**config.mk**
```make
export PLATFORM = sky130hd
export DESIGN_NAME = rsq_top
export DESIGN_NICKNAME = d
export VERILOG_FILES = /design/src/hw/rsq_pkg.sv /design/src/hw/rsq_top.sv
export VERILOG_INCLUDE_DIRS = /design/src /design/src/hw
export SDC_FILE = /design/constraint.sdc
export NUM_CORES = 1
export LEC_CHECK = 0
export BUFFER_PORTS_ARGS = -buffer_cell sky130_fd_sc_hd__buf_2
export CORE_AREA = 3 3 132 134
export CTS_BUF_LIST = sky130_fd_sc_hd__clkbuf_2 sky130_fd_sc_hd__clkbuf_4 sky130_fd_sc_hd__clkbuf_8
export CTS_CLUSTER_DIAMETER = 40
export DETAILED_ROUTE_END_ITERATION = 10
export DIE_AREA = 0 0 135 137
export PLACE_DENSITY = 0.89
export SETUP_SLACK_MARGIN = 0.2
export SLEW_MARGIN = 20
export SYNTH_ARGS = -nofsm -noshare
export SYNTH_HDL_FRONTEND = slang
export SYNTH_SLANG_ARGS = --single-unit
```
**constraint.sdc**
```tcl
create_clock -name clk_i -period 6.3 [get_ports clk_i]
set_input_delay 1.26 -clock clk_i [delete_from_list [all_inputs] [get_ports clk_i]]
set_output_delay 1.26 -clock clk_i [all_outputs]
set_load 0.1 [all_outputs]
```
**src/hw/rsq_cfg.svh**
```systemverilog
`ifndef RSQ_CFG_SVH
`define RSQ_CFG_SVH
// ==========================================================
// Time base
`define RSQ_CLK_NS 4
`define RSQ_TICK_US 50
`define RSQ_TICK_CYC (`RSQ_TICK_US * 1000 / `RSQ_CLK_NS)
// ==========================================================
// Trigger deglitch and power-good mask window
`define RSQ_DEGL_US 1000
`define RSQ_DEGL_TICKS (`RSQ_DEGL_US / `RSQ_TICK_US)
`define RSQ_MASK_US 5000
`define RSQ_MASK_TICKS (`RSQ_MASK_US / `RSQ_TICK_US)
// ==========================================================
// Power-on delay codes 0..5 in microseconds
`define RSQ_ON_US_0 1000
`define RSQ_ON_US_1 1500
`define RSQ_ON_US_2 2000
`define RSQ_ON_US_3 3000
`define RSQ_ON_US_4 6000
`define RSQ_ON_US_5 11000
// Power-off delay codes 0..5, code 7 follows the on delay
`define RSQ_OFF_US_0 0
`define RSQ_OFF_US_1 500
`define RSQ_OFF_US_2 1000
`define RSQ_OFF_US_3 2000
`define RSQ_OFF_US_4 5000
`define RSQ_OFF_US_5 10000
`define RSQ_OFF_SAME 3'h7
`define RSQ_PRESET_PER_RAIL 3'h7
// Power-good delay choices in microseconds
`define RSQ_PG_US_0 50
`define RSQ_PG_US_1 50000
`define RSQ_PG_US_2 100000
`define RSQ_PG_US_3 200000
// ==========================================================
// Soft-start current steps in mA and step length
`define RSQ_SS_STEP_US 200
`define RSQ_SS_STEP_TICKS (`RSQ_SS_STEP_US / `RSQ_TICK_US)
`define RSQ_B1_LIM1_MA 180
`define RSQ_B1_LIM2_MA 300
`define RSQ_B1_LIM3_MA 720
`define RSQ_B2_LIM1_MA 161
`define RSQ_B2_LIM2_MA 300
`define RSQ_B2_LIM3_MA 536
// ==========================================================
// Register offsets (byte addresses)
`define RSQ_CTRL_OFS 8'h00
`define RSQ_ONDLY_OFS 8'h04
`define RSQ_OFFDLY_OFS 8'h08
`define RSQ_STATUS_OFS 8'h0C
// Control fields and reset values
`define RSQ_CTRL_EN_LSB 0
`define RSQ_CTRL_PRESET_LSB 4
`define RSQ_CTRL_PGSEL_LSB 8
`define RSQ_BUS_EN_RST 4'hF
`define RSQ_PRESET_RST 3'h2
`define RSQ_PGSEL_RST 2'h1
`define RSQ_ONDLY_RST 12'h8D1
`define RSQ_OFFDLY_RST 12'hFFF
`endif

```
**src/hw/rsq_pkg.sv**
```systemverilog
package rsq_pkg;
  // Power-good delay timer states
  typedef enum logic [2:0] {
    RSQ_PG_IDLE = 3'h1,
    RSQ_PG_COUNT = 3'h2,
    RSQ_PG_DONE = 3'h4
  } rsq_pg_e;
  typedef logic [2:0] rsq_code_t;
endpackage

```
**src/hw/rsq_top.sv**
```systemverilog
// The register addresses and the address-and-strobe port are this design's own decisions.
`timescale 1ns/100ps
`include "rsq_cfg.svh"
// Behaviour
// - Deglitched trigger rising edge starts the power-on sequence.
// - Deglitched trigger falling edge starts the shutdown sequence.
// - Trigger level accepted only after persisting the deglitch time, 1 ms.
// - While trigger is high, rail pin enables have no effect.
// - Rail on = bus enable AND (pin enable OR sequenced trigger).
// - All four bus enable bits reset to on.
// - Rising edge turns each rail on after its own delay, default 1.5/2/3/6 ms.
// - Falling edge turns each rail off after its own delay.
// - On delays selectable 1, 1.5, 2, 3, 6 or 11 ms per rail.
// - Off delays 0, 0.5, 1, 2, 5, 10 ms; default equals on delay.
// - Buck level-ok inputs come from hysteretic 94/85 percent comparators.
// - Power-good delay selectable 50 us, 50, 100, 200 ms; default 50 ms.
// - Enable plus level-ok rise starts counter; reset held low until done.
// - While counting, the other buck's activity is ignored.
// - A level-ok fall after release drives reset low and restarts count.
// - Buck enabled after release starts a 5 ms mask holding reset high.
// - After the mask, reset follows both level-ok signals.
// - Timer cleared by reset and enables, set by enable with level-ok.
// - Supply-ok low disables all four regulators.
// - Soft-start begins only on enable rise with supply already good.
// - Soft-start limits step 180/300/720 mA and 161/300/536 mA.
// - Control port is a slave that never stalls its master.
// - Three-bit preset select picks a per-rail delay combination.
module rsq_top #(
  parameter int TICK_CYC = `RSQ_TICK_CYC
) (
  input wire logic clk_i,
  input wire logic arst_n_i,
  input wire logic ce_i,
  input wire logic seq_trigger_i,
  input wire logic buck1_pin_enable_i,
  input wire logic buck2_pin_enable_i,
  input wire logic linear1_pin_enable_i,
  input wire logic linear2_pin_enable_i,
  input wire logic buck1_level_ok_i,
  input wire logic buck2_level_ok_i,
  input wire logic supply_ok_i,
  input wire logic power_good_reset_n_i,
  input wire logic [7:0] reg_addr_i,
  input wire logic [31:0] reg_wdata_i,
  input wire logic reg_we_i,
  input wire logic reg_re_i,
  output logic [31:0] reg_rdata_o,
  output logic buck1_enable_o,
  output logic buck2_enable_o,
  output logic linear1_enable_o,
  output logic linear2_enable_o,
  output logic [9:0] buck1_ilim_ma_o,
  output logic [9:0] buck2_ilim_ma_o,
  output logic power_good_reset_n_o,
  output logic power_good_reset_n_oe_o
);
  localparam int TW = $clog2(TICK_CYC + 1);
  localparam logic [4:0] DEGL_TICKS = 5'(`RSQ_DEGL_TICKS);
  localparam logic [6:0] MASK_TICKS = 7'(`RSQ_MASK_TICKS);
  localparam logic [2:0] SS_TICKS = 3'(`RSQ_SS_STEP_TICKS);

  // ==========================================================
  // Helpers
  function automatic logic [7:0] on_ticks(input rsq_pkg::rsq_code_t c);
    case (c)
      3'h0: on_ticks = 8'(`RSQ_ON_US_0 / `RSQ_TICK_US);
      3'h1: on_ticks = 8'(`RSQ_ON_US_1 / `RSQ_TICK_US);
      3'h2: on_ticks = 8'(`RSQ_ON_US_2 / `RSQ_TICK_US);
      3'h3: on_ticks = 8'(`RSQ_ON_US_3 / `RSQ_TICK_US);
      3'h4: on_ticks = 8'(`RSQ_ON_US_4 / `RSQ_TICK_US);
      default: on_ticks = 8'(`RSQ_ON_US_5 / `RSQ_TICK_US);
    endcase
  endfunction

  function automatic logic [7:0] off_ticks(input rsq_pkg::rsq_code_t c);
    case (c)
      3'h0: off_ticks = 8'(`RSQ_OFF_US_0 / `RSQ_TICK_US);
      3'h1: off_ticks = 8'(`RSQ_OFF_US_1 / `RSQ_TICK_US);
      3'h2: off_ticks = 8'(`RSQ_OFF_US_2 / `RSQ_TICK_US);
      3'h3: off_ticks = 8'(`RSQ_OFF_US_3 / `RSQ_TICK_US);
      3'h4: off_ticks = 8'(`RSQ_OFF_US_4 / `RSQ_TICK_US);
      default: off_ticks = 8'(`RSQ_OFF_US_5 / `RSQ_TICK_US);
    endcase
  endfunction

  // Preset table, one code per rail packed LDO2..Buck1
  function automatic logic [11:0] preset_codes(input rsq_pkg::rsq_code_t s);
    case (s)
      3'h0: preset_codes = {3'h0, 3'h0, 3'h0, 3'h0};
      3'h1: preset_codes = {3'h2, 3'h2, 3'h1, 3'h0};
      3'h2: preset_codes = {3'h4, 3'h3, 3'h2, 3'h1};
      3'h3: preset_codes = {3'h0, 3'h0, 3'h2, 3'h1};
      3'h4: preset_codes = {3'h4, 3'h3, 3'h2, 3'h1};
      3'h5: preset_codes = {3'h2, 3'h2, 3'h1, 3'h1};
      3'h6: preset_codes = {3'h1, 3'h0, 3'h2, 3'h3};
      default: preset_codes = 12'h000;
    endcase
  endfunction

  function automatic logic [12:0] pg_ticks(input logic [1:0] s);
    case (s)
      2'h0: pg_ticks = 13'(`RSQ_PG_US_0 / `RSQ_TICK_US);
      2'h1: pg_ticks = 13'(`RSQ_PG_US_1 / `RSQ_TICK_US);
      2'h2: pg_ticks = 13'(`RSQ_PG_US_2 / `RSQ_TICK_US);
      default: pg_ticks = 13'(`RSQ_PG_US_3 / `RSQ_TICK_US);
    endcase
  endfunction

  function automatic logic [9:0] ilim(input logic b2, input logic [1:0] st);
    case (st)
      2'h1: ilim = b2 ? 10'(`RSQ_B2_LIM1_MA) : 10'(`RSQ_B1_LIM1_MA);
      2'h2: ilim = b2 ? 10'(`RSQ_B2_LIM2_MA) : 10'(`RSQ_B1_LIM2_MA);
      2'h3: ilim = b2 ? 10'(`RSQ_B2_LIM3_MA) : 10'(`RSQ_B1_LIM3_MA);
      default: ilim = 10'h000;
    endcase
  endfunction

  // ==========================================================
  // Reset release
  logic rst_meta_q, rst_n;
  // Two stages so the release never lands mid-edge
  always_ff @(posedge clk_i or negedge arst_n_i) begin
    if (!arst_n_i) begin
      rst_meta_q <= 1'b0;
      rst_n <= 1'b0;
    end else begin
      rst_meta_q <= 1'b1;
      rst_n <= rst_meta_q;
    end
  end

  // ==========================================================
  // Time base
  logic [TW-1:0] tick_cnt_q;
  logic tick;
  assign tick = ce_i && (tick_cnt_q == TW'(TICK_CYC - 1));
  // One 50 us tick shared by every timer, so all delays have one-tick jitter
  always_ff @(posedge clk_i or negedge rst_n) begin
    if (!rst_n) tick_cnt_q <= '0;
    else if (ce_i) tick_cnt_q <= tick ? '0 : tick_cnt_q + TW'(1);
  end

  // ==========================================================
  // Registers
  logic [3:0] bus_en_q;
  rsq_pkg::rsq_code_t preset_q;
  logic [1:0] pgsel_q;
  logic [11:0] ondly_q, offdly_q;
  logic [31:0] status;
  // Software writes; unmapped offsets are ignored
  always_ff @(posedge clk_i or negedge rst_n) begin
    if (!rst_n) begin
      bus_en_q <= `RSQ_BUS_EN_RST;
      preset_q <= `RSQ_PRESET_RST;
      pgsel_q <= `RSQ_PGSEL_RST;
      ondly_q <= `RSQ_ONDLY_RST;
      offdly_q <= `RSQ_OFFDLY_RST;
    end else if (ce_i && reg_we_i) begin
      case (reg_addr_i)
        `RSQ_CTRL_OFS: begin
          bus_en_q <= reg_wdata_i[`RSQ_CTRL_EN_LSB +: 4];
          preset_q <= reg_wdata_i[`RSQ_CTRL_PRESET_LSB +: 3];
          pgsel_q <= reg_wdata_i[`RSQ_CTRL_PGSEL_LSB +: 2];
        end
        `RSQ_ONDLY_OFS: ondly_q <= reg_wdata_i[11:0];
        `RSQ_OFFDLY_OFS: offdly_q <= reg_wdata_i[11:0];
        default: ;
      endcase
    end
  end

  // Read data valid the cycle after the strobe only; no wait states
  always_ff @(posedge clk_i or negedge rst_n) begin
    if (!rst_n) reg_rdata_o <= '0;
    else if (ce_i) begin
      if (!reg_re_i) reg_rdata_o <= '0;
      else begin
        case (reg_addr_i)
          `RSQ_CTRL_OFS: reg_rdata_o <= {22'h0, pgsel_q, 1'b0, preset_q, bus_en_q};
          `RSQ_ONDLY_OFS: reg_rdata_o <= {20'h0, ondly_q};
          `RSQ_OFFDLY_OFS: reg_rdata_o <= {20'h0, offdly_q};
          `RSQ_STATUS_OFS: reg_rdata_o <= status;
          default: reg_rdata_o <= '0;
        endcase
      end
    end
  end

  // ==========================================================
  // Trigger deglitch
  logic trig_q, trig_rise, trig_fall;
  logic [4:0] degl_q;
  // A level change must persist for the full window; a bounce restarts it
  always_ff @(posedge clk_i or negedge rst_n) begin
    if (!rst_n) begin
      trig_q <= 1'b0;
      degl_q <= '0;
    end else if (ce_i) begin
      if (seq_trigger_i == trig_q) degl_q <= '0;
      else if (tick) begin
        if (degl_q == DEGL_TICKS - 5'h01) begin
          trig_q <= seq_trigger_i;
          degl_q <= '0;
        end else degl_q <= degl_q + 5'h01;
      end
    end
  end
  assign trig_rise = ce_i && tick && (degl_q == DEGL_TICKS - 5'h01) && seq_trigger_i && !trig_q;
  assign trig_fall = ce_i && tick && (degl_q == DEGL_TICKS - 5'h01) && !seq_trigger_i && trig_q;

  // ==========================================================
  // Per-rail sequencing
  logic [11:0] on_codes;
  logic [3:0] seq_on_q, pend_q, tgt_q;
  logic [7:0] rcnt_q [4];
  assign on_codes = (preset_q == `RSQ_PRESET_PER_RAIL) ? ondly_q : preset_codes(preset_q);

  // Each rail loads its own delay on a trigger edge and flips when it runs out
  always_ff @(posedge clk_i or negedge rst_n) begin
    if (!rst_n) begin
      seq_on_q <= '0;
      pend_q <= '0;
      tgt_q <= '0;
      for (int i = 0; i < 4; i++) rcnt_q[i] <= '0;
    end else if (ce_i) begin
      for (int i = 0; i < 4; i++) begin
        if (trig_rise) begin
          pend_q[i] <= 1'b1;
          tgt_q[i] <= 1'b1;
          rcnt_q[i] <= on_ticks(on_codes[3*i +: 3]);
        end else if (trig_fall) begin
          pend_q[i] <= 1'b1;
          tgt_q[i] <= 1'b0;
          if (offdly_q[3*i +: 3] == `RSQ_OFF_SAME)
            rcnt_q[i] <= on_ticks(on_codes[3*i +: 3]);
          else
            rcnt_q[i] <= off_ticks(offdly_q[3*i +: 3]);
        end else if (pend_q[i] && rcnt_q[i] == 8'h00) begin
          seq_on_q[i] <= tgt_q[i];
          pend_q[i] <= 1'b0;
        end else if (pend_q[i] && tick) rcnt_q[i] <= rcnt_q[i] - 8'h01;
      end
    end
  end

  // ==========================================================
  // Regulator enables
  logic [3:0] pins, rail_en_q, rail_en_d;
  assign pins = {linear2_pin_enable_i, linear1_pin_enable_i,
                 buck2_pin_enable_i, buck1_pin_enable_i};
  // Pins are shut out while the trigger is high so the sequence owns the rails
  assign rail_en_d = bus_en_q & {4{supply_ok_i}}
                   & (trig_q ? seq_on_q : (pins | seq_on_q));
  always_ff @(posedge clk_i or negedge rst_n) begin
    if (!rst_n) rail_en_q <= '0;
    else if (ce_i) rail_en_q <= rail_en_d;
  end
  assign buck1_enable_o = rail_en_q[0];
  assign buck2_enable_o = rail_en_q[1];
  assign linear1_enable_o = rail_en_q[2];
  assign linear2_enable_o = rail_en_q[3];

  // ==========================================================
  // Buck soft-start
  logic [1:0] ss_q [2];
  logic [2:0] ss_cnt_q [2];
  logic [1:0] en_prev_q;
  // Rails only rise with supply good, so every rise here is a legal start
  always_ff @(posedge clk_i or negedge rst_n) begin
    if (!rst_n) begin
      en_prev_q <= '0;
      for (int b = 0; b < 2; b++) begin
        ss_q[b] <= '0;
        ss_cnt_q[b] <= '0;
      end
    end else if (ce_i) begin
      en_prev_q <= rail_en_q[1:0];
      for (int b = 0; b < 2; b++) begin
        if (!rail_en_q[b]) ss_q[b] <= 2'h0;
        else if (!en_prev_q[b]) begin
          ss_q[b] <= 2'h1;
          ss_cnt_q[b] <= '0;
        end else if (tick && ss_q[b] != 2'h3) begin
          if (ss_cnt_q[b] == SS_TICKS - 3'h1) begin
            ss_q[b] <= ss_q[b] + 2'h1;
            ss_cnt_q[b] <= '0;
          end else ss_cnt_q[b] <= ss_cnt_q[b] + 3'h1;
        end
      end
    end
  end
  assign buck1_ilim_ma_o = ilim(1'b0, ss_q[0]);
  assign buck2_ilim_ma_o = ilim(1'b1, ss_q[1]);

  // ==========================================================
  // Power-good with delay and mask windows
  rsq_pkg::rsq_pg_e st_q, st_d;
  logic [12:0] pg_cnt_q;
  logic [6:0] mask_q [2];
  logic [1:0] lvl, mask_run, mask_start, term, set_evt;
  logic pg_q, pg_d;
  assign lvl = {buck2_level_ok_i, buck1_level_ok_i};
  assign mask_run = {mask_q[1] != 7'h00, mask_q[0] != 7'h00};
  assign set_evt = rail_en_q[1:0] & lvl;
  // Late enable counts as masked in the cycle before its window is loaded,
  // otherwise the not-yet-ready buck would pull the reset low and restart the delay count
  assign mask_start = (st_q == rsq_pkg::RSQ_PG_DONE) ?
                      (rail_en_q[1:0] & ~en_prev_q) : 2'h0;
  // A masked or disabled buck cannot pull the reset low
  assign term = mask_run | mask_start | ~rail_en_q[1:0] | lvl;

  // Delay timer states
  always_comb begin
    st_d = st_q;
    case (st_q)
      rsq_pkg::RSQ_PG_IDLE: if (set_evt != 2'h0) st_d = rsq_pkg::RSQ_PG_COUNT;
      rsq_pkg::RSQ_PG_COUNT: if (tick && pg_cnt_q == 13'h0001) st_d = rsq_pkg::RSQ_PG_DONE;
      rsq_pkg::RSQ_PG_DONE: if (term != 2'h3) st_d = rsq_pkg::RSQ_PG_COUNT;
      default: st_d = rsq_pkg::RSQ_PG_IDLE;
    endcase
    if (rail_en_q[1:0] == 2'h0) st_d = rsq_pkg::RSQ_PG_IDLE;
  end
  assign pg_d = (st_d == rsq_pkg::RSQ_PG_DONE) && (term == 2'h3);

  always_ff @(posedge clk_i or negedge rst_n) begin
    if (!rst_n) begin
      st_q <= rsq_pkg::RSQ_PG_IDLE;
      pg_q <= 1'b0;
      pg_cnt_q <= '0;
    end else if (ce_i) begin
      st_q <= st_d;
      pg_q <= pg_d;
      // Counting ignores the other buck: no reload until the count ends
      if (st_d == rsq_pkg::RSQ_PG_COUNT && st_q != rsq_pkg::RSQ_PG_COUNT)
        pg_cnt_q <= pg_ticks(pgsel_q);
      else if (st_q == rsq_pkg::RSQ_PG_COUNT && tick) pg_cnt_q <= pg_cnt_q - 13'h0001;
    end
  end

  // Mask window per buck, started by a late enable after release
  always_ff @(posedge clk_i or negedge rst_n) begin
    if (!rst_n) for (int b = 0; b < 2; b++) mask_q[b] <= '0;
    else if (ce_i) begin
      for (int b = 0; b < 2; b++) begin
        if (rail_en_q[b] && !en_prev_q[b] && st_q == rsq_pkg::RSQ_PG_DONE)
          mask_q[b] <= MASK_TICKS;
        else if (tick && mask_q[b] != 7'h00) mask_q[b] <= mask_q[b] - 7'h01;
      end
    end
  end

  // Open-drain reset: only ever drives low
  assign power_good_reset_n_o = 1'b0;
  assign power_good_reset_n_oe_o = !pg_q;
  assign status = {19'h0, mask_run, st_q, supply_ok_i, power_good_reset_n_i,
                   pg_q, trig_q, rail_en_q};
endmodule

```
==> impl_metrics.json, run 1 <==
{
  "run_status": "completed",
  "cts_repair_resize_count": 0,
  "p_seq_share_pct": 52.9,
  "globalRouteTotalUtil_pct": 26.4,
  "layout-drive-gt1-share_pct": 18.4,
  "setup_total_negative_slack_ps": 0,
  "post-route-drc-count": 0,
  "worst_clock_skew_ps": 14.5,
  "cts_hold_buffers": 0,
  "hold_class": "flip-flop to asynchronous set/reset pin",
  "sequential_cell_area_um2": 3940,
  "async_flop_share_pct": 100,
  "crit_path_cell_trace": "buf_2, buf_4, clkinv_1, a21oi_4, nor2_2, a221o_1",
  "path_max_fanout": 61,
  "cts-root-to-sink-buffers": 2,
  "cts.root.buffer_cell": "clkbuf_8",
  "routedWlPerCell_um": 18.0,
  "cts_buffers": 17,
  "drtIter0Drc": 928,
  "antennaDiodeCount": 0,
  "global_placer_s_final_weighted_congestion": 0.903,
  "global_route_wire_length_before_repair_um": 39000,
  "yosys_most_used_dff": "dfrtp_1",
  "cp_data_arrival_time_ps": 3850,
  "chipHeight_um": 137,
  "placement.io_buffers": 67,
  "timing.final.crit_share_pct": 55.4,
  "power_frac_comb_pct": 11.6,
  "layout.filler_cells": 1319,
  "clkLatencyLatePin_ps": 480,
  "die_width_um": 135,
  "criticalPathCategory": "input pin to flip-flop",
  "post_cts_setup_repair_buffer_count": 0,
  "floorplan.core_area_um2": 16400,
  "cts.htree.levels": 4,
  "fp.dieArea_um2": 18500,
  "vdd_drop_max_mv": 0.141,
  "pwr-share-clk_pct": 35.5,
  "p_sw_uw": 603,
  "globalRoute.totalOverflow": 0,
  "initial_core_utilization_pct": 60.1,
  "hpwlAfterDp_um": 17100,
  "post_synthesis_mean_instance_area_um2": 9.00,
  "via_count": 8552,
  "headroom_to_the_max_slew_limit_pct": 30.2,
  "finalCriticalPeriod_ps": 3490,
  "reg2reg_to": "rcnt_q[10]",
  "synth_cell_type_count": 76,
  "tightest_slew_ps": 1040,
  "synth.yosys.seq_area_share_pct": 39.9,
  "syn_inst": 1095,
  "synth-seq-cells": 156,
  "area_growth_from_synthesis_to_layout_pct": 6.46,
  "netSwitchingFraction_pct": 29.6,
  "number_of_endpoints_failing_setup_at_the_final_stage": 0,
  "crit-reg2reg-launch": "tick_cnt_q[9]",
  "finalHoldViolCount": 0,
  "synthesis.yosys.warnings": 0,
  "cp-end-kind": "flip-flop",
  "timing.critical_path.buf_inv": 3,
  "max_freq_mhz": 286,
  "startpoint_type": "input pin",
  "timing.critical_path.required_ps": 6650,
  "placement_rows": 47,
  "design.final.nets": 1195,
  "power_density_nw_per_um2": 194,
  "cellInternalPower_mw": 1.44,
  "final-max-slew-violation-count": 0,
  "count_of_max_cap_constraint_violations": 0,
  "clock-sinks": 156,
  "ff2ff_path_depth": 5,
  "cts.reportedPaths.clkPinSlew_ps": 80,
  "syn-cell-area_um2": 9860,
  "design.portCount": 112,
  "synth_edf_count": 0,
  "power.leakage_nw": 4.62,
  "fin_worst_hold_slack_ps": 232,
  "vias_per_cell": 6.34,
  "grt_pass1_vias": 7790,
  "critical-path-max-stage-delay_ps": 820,
  "crit_path_top_delay_cell": "clkinv_1",
  "maximum_number_of_pins_on_one_net_before_global_route_repair": 79,
  "iteration_count_of_the_initial_detailed_routing_pass": 9,
  "antenna_found_initial": 0,
  "multiInputGateArea_um2": 5310,
  "rsz0062_at_grt": "false",
  "postRouteAntennaNets": 0,
  "tritoncts": "done",
  "routed_wl_um": 24300,
  "critPathTopFamily": "buffers and inverters",
  "reg2reg_slack_ps": 3180
}
## stage by stage
step,util [%],cells,instance area [um^2],setup slack [ps],power [mW]
2_1_floorplan,-,1118,9940,1670,1.29
3_3_place_gp,61.5,1315,10100,2270,1.32
3_5_place_dp,61.5,1315,10100,2440,1.33
4_1_cts,63.8,1347,10500,2910,2.04
5_1_grt,64.0,1348,10500,2750,2.11
6_report,64.0,1348,10500,2810,2.04
## cell usage after synthesis (17+ instances only)
cell,n,area share (%)
nand2_1,96,3.7
buf_4,35,2.7
a21oi_1,53,2.7
ha_1,26,3.3
xor2_1,21,1.9
inv_1,45,1.7
nor2_1,94,3.6
nand3_1,55,2.8
o22ai_1,21,1.3
o21ai_0,81,4.1
mux2_2,40,4.6
dfrtp_1,132,34
a31oi_1,17,1.1
nor3_1,29,1.5
dfstp_2,24,6.4
clkbuf_1,46,1.8
xnor2_1,30,2.7
## registers in the layout (all words and copies together), names as in the netlist, 2 cells and up
| signal | count |
|---|---|
| tick_cnt_q | 14 |
| pgsel_q | 2 |
| ondly_q | 12 |
| bus_en_q | 4 |
| offdly_q | 12 |
| rail_en_q | 4 |
| preset_q | 3 |
| degl_q | 5 |
| en_prev_q | 2 |
| ss_q | 4 |
| seq_on_q | 4 |
| ss_cnt_q | 6 |
| mask_q | 14 |
| st_q | 3 |
| reg_rdata_o | 13 |
| pg_cnt_q | 13 |
| pend_q | 4 |
| rcnt_q | 32 |
## cells in the final DEF, fill, tap and decap left out, types with 12 or more instances in the layout
| cell | synthesis | final |
|---|---|---|
| a31oi_1 | 17 | 17 |
| dfstp_2 | 24 | 24 |
| xnor2_1 | 30 | 30 |
| conb_1 | 2 | 25 |
| nor2_1 | 94 | 94 |
| xor2_1 | 21 | 21 |
| nand3_1 | 55 | 55 |
| ha_1 | 26 | 26 |
| mux2_2 | 40 | 40 |
| nor4_1 | 12 | 12 |
| o21ai_0 | 81 | 81 |
| o22ai_1 | 21 | 21 |
| a21oi_1 | 53 | 53 |
| buf_2 | 14 | 67 |
| dfrtp_1 | 132 | 131 |
| nand2b_1 | 14 | 14 |
| inv_1 | 45 | 45 |
| nor3_1 | 29 | 29 |
| nand2_1 | 96 | 96 |
| clkbuf_8 | 0 | 19 |
## area by class of cell
| cell class | count | area share [%] |
|---|---|---|
| clock buffer | 21 | 2.64 |
| clock inverter | 11 | 0.894 |
| tap | 220 | 2.62 |
| sequential | 156 | 37.5 |
| inverter | 46 | 1.65 |
| timing repair buffer | 77 | 4.10 |
| multi-input combinational | 817 | 50.6 |
## power groups by stage
stage / logic, mW / registers (mW) / clock network, mW
after global placement: 0.219 / 1.10 / 0
after detailed placement: 0.225 / 1.10 / 0
after CTS: 0.227 / 1.08 / 0.733
after global routing: 0.255 / 1.09 / 0.768
after floorplan: 0.207 / 1.09 / 0
final: 0.236 / 1.08 / 0.724
## per-layer routing
layer	global-route usage [%]	part of all wire, %
met5	0	0
met4	10.4	2.7
met3	5.18	8.6
met2	41.4	46
met1	36.4	42
## cell families after synthesis
family	synth area share, %
AND/OR/NAND/NOR	20.7
XOR/XNOR	4.53
flip-flops	39.9
buffers and inverters	7.18
multiplexers	7.44
adder cells (fa/ha/maj)	3.30
other	0.0762
AO/OA/AOI/OAI	16.9
## worst max-delay path by stage
stage | startpoint | endpoint | cells past startpoint
global route | ce_i | pg_cnt_q[0] | 6
CTS | ce_i | pg_cnt_q[0] | 6
global placement | ce_i | rcnt_q[27] | 8
finish | ce_i | pg_cnt_q[0] | 6
detailed placement | ce_i | pg_cnt_q[0] | 6
floorplan | rst_n | degl_q[0] | 0
Note: power is estimated with default switching activity, not from simulation.
==> run 2, diff against run 1 <==
- CORE_AREA: 3 3 132 134 -> 3 3 138 140
- DIE_AREA: 0 0 135 137 -> 0 0 141 143
- PLACE_DENSITY: 0.89 -> 0.86
- clock period: 6.3 -> 2.92 ns (I/O delays scaled with it)
==> impl_metrics.json, run 2 (synthesis gave the netlist of run 1 again) <==
{
  "tritoncts": "done",
  "initial_core_utilization_pct": 54.9,
  "count_of_max_cap_constraint_violations": 0,
  "iteration_count_of_the_initial_detailed_routing_pass": 5,
  "routedWlPerCell_um": 18.6,
  "cts_buffers": 17,
  "global_placer_s_final_weighted_congestion": 0.962,
  "setup_total_negative_slack_ps": 0,
  "cts.reportedPaths.clkPinSlew_ps": 80,
  "fp.dieArea_um2": 20200,
  "reg2reg_slack_ps": 320,
  "cts-root-to-sink-buffers": 2,
  "design.portCount": 112,
  "clock-sinks": 156,
  "criticalPathCategory": "flip-flop to flip-flop",
  "registers.top_by_ff_count": "rcnt_q",
  "maximum_number_of_pins_on_one_net_before_global_route_repair": 81,
  "area_growth_from_synthesis_to_layout_pct": 8.21,
  "timing.critical_path.required_ps": 3270,
  "globalRouteTotalUtil_pct": 25.2,
  "final-max-slew-violation-count": 0,
  "headroom_to_the_max_slew_limit_pct": 53.3,
  "power.leakage_nw": 4.70,
  "floorplan.core_area_um2": 18000,
  "largest_register_ff_count": 32,
  "run_status": "completed",
  "finalCoreUtilization_pct": 59.4,
  "grt_pass1_vias": 8141,
  "worst_clock_skew_ps": 10.6,
  "most_common_library_cell_in_the_layout_ignoring_fill_and_taps": "dfrtp_1",
  "hpwlAfterDp_um": 17800,
  "cp_data_arrival_time_ps": 2950,
  "largestRegisters": "rcnt_q x32, mask_q x14, tick_cnt_q x14",
  "placed_area_um2": 10300,
  "post_cts_setup_repair_buffer_count": 0,
  "design.final.nets": 1212,
  "finalCriticalPeriod_ps": 2600,
  "startpoint_type": "flip-flop",
  "max_freq_mhz": 384,
  "clkLatencyLatePin_ps": 460,
  "hold_class": "flip-flop to asynchronous set/reset pin",
  "global_route_wire_length_before_repair_um": 41200,
  "total_non_filler_cell_area_in_the_finished_layout_um2": 10700,
  "placement_rows": 49,
  "cts.root.buffer_cell": "clkbuf_8",
  "via_count": 8635,
  "drtIter0Drc": 1142,
  "cp-end-kind": "flip-flop",
  "finalHoldViolCount": 0,
  "globalRoute.totalOverflow": 0,
  "power_density_nw_per_um2": 422,
  "tightest_slew_ps": 694,
  "die_width_um": 141,
  "rsz0062_at_grt": "false",
  "routed_wl_um": 25500,
  "vdd_drop_max_mv": 0.396,
  "layout-drive-gt1-share_pct": 19.7,
  "postRouteAntennaNets": 0,
  "most-common-layout-cells": "131 x dfrtp_1, 95 x nand2_1, 93 x nor2_1, 81 x o21ai_0, 67 x buf_2",
  "antenna_found_initial": 0,
  "post-route-drc-count": 0,
  "cts.htree.levels": 4,
  "placement.io_buffers": 67,
  "vias_per_cell": 6.28,
  "path_max_fanout": 11,
  "timing.final.crit_share_pct": 89.1,
  "chipHeight_um": 143,
  "number_of_endpoints_failing_setup_at_the_final_stage": 0
}
-- run 2: changes by cell type in the layout (fill, tap and decap cells not counted), moves of 2 or more --
cell and change:
clkinv_4 +2, buf_4 +16, clkinvlp_4 -2, clkinv_2 -2
-- run 2: worst paths after layout --
| check | startpoint | to | depth (start not counted) |
|---|---|---|---|
| setup / recovery | st_q[1] | pg_cnt_q[11] | 6 |
| min in group clk_i | reg_wdata_i[8] | pgsel_q[0] | 3 |
| setup reg to reg | st_q[1] | pg_cnt_q[11] | 6 |
| max in group asynchronous | rst_n | offdly_q[4] | 1 |
| hold reg to reg | rst_n | degl_q[4] | 0 |
| hold / removal | rst_n | degl_q[4] | 0 |
-- run 2: timing repair --
item                       4_1_cts  5_1_grt
resized for setup                0        1
hold endpoints to repair         2        0
setup endpoints to repair        0        2
hold buffers                     1        0
-- run 2: layout make-up --
| type | count | area [um^2] |
|---|---|---|
| Tap cell | 229 | 287 |
| Sequential cell | 156 | 3940 |
| Inverter | 46 | 173 |
| Antenna cell | 1 | 2.50 |
| Multi-Input combinational cell | 817 | 5310 |
| Clock buffer | 22 | 284 |
| Timing Repair Buffer | 94 | 553 |
| Clock inverter | 10 | 116 |
| Fill cell | 1513 | 7300 |
-- run 2: stage by stage --
stage	setup WS [ps]	std cells	hold WS (ps)	total power, mW
final	319	1375	330	4.50
after global routing	218	1374	357	4.67
after CTS	382	1374	347	4.52
after detailed placement	312	1341	336	2.88
after global placement	341	1341	344	2.86
after floorplan	329	1118	288	2.79
-- run 2: per-layer routing --
layer | part of all wire, % | GRT usage [%]
met1 | 42 | 35.7
met2 | 46 | 39.6
met3 | 9.1 | 4.09
met4 | 2.7 | 8.87
met5 | 0 | 0
-- run 2: worst max-delay path: stages (launching register included) --
cell	delay [ps]
dfrtp_1	530
nor4b_2	450
and4b_1	290
o21ai_4	280
nand2_1	350
and3_1	320
a221o_1	270
-- run 2: where the power goes --
group	total, mW	switching [mW]	leakage, nW	internal [mW]
registers	2.34	0.108	2.02	2.23
clock network	1.65	0.820	0.203	0.833
logic	0.516	0.371	2.47	0.145
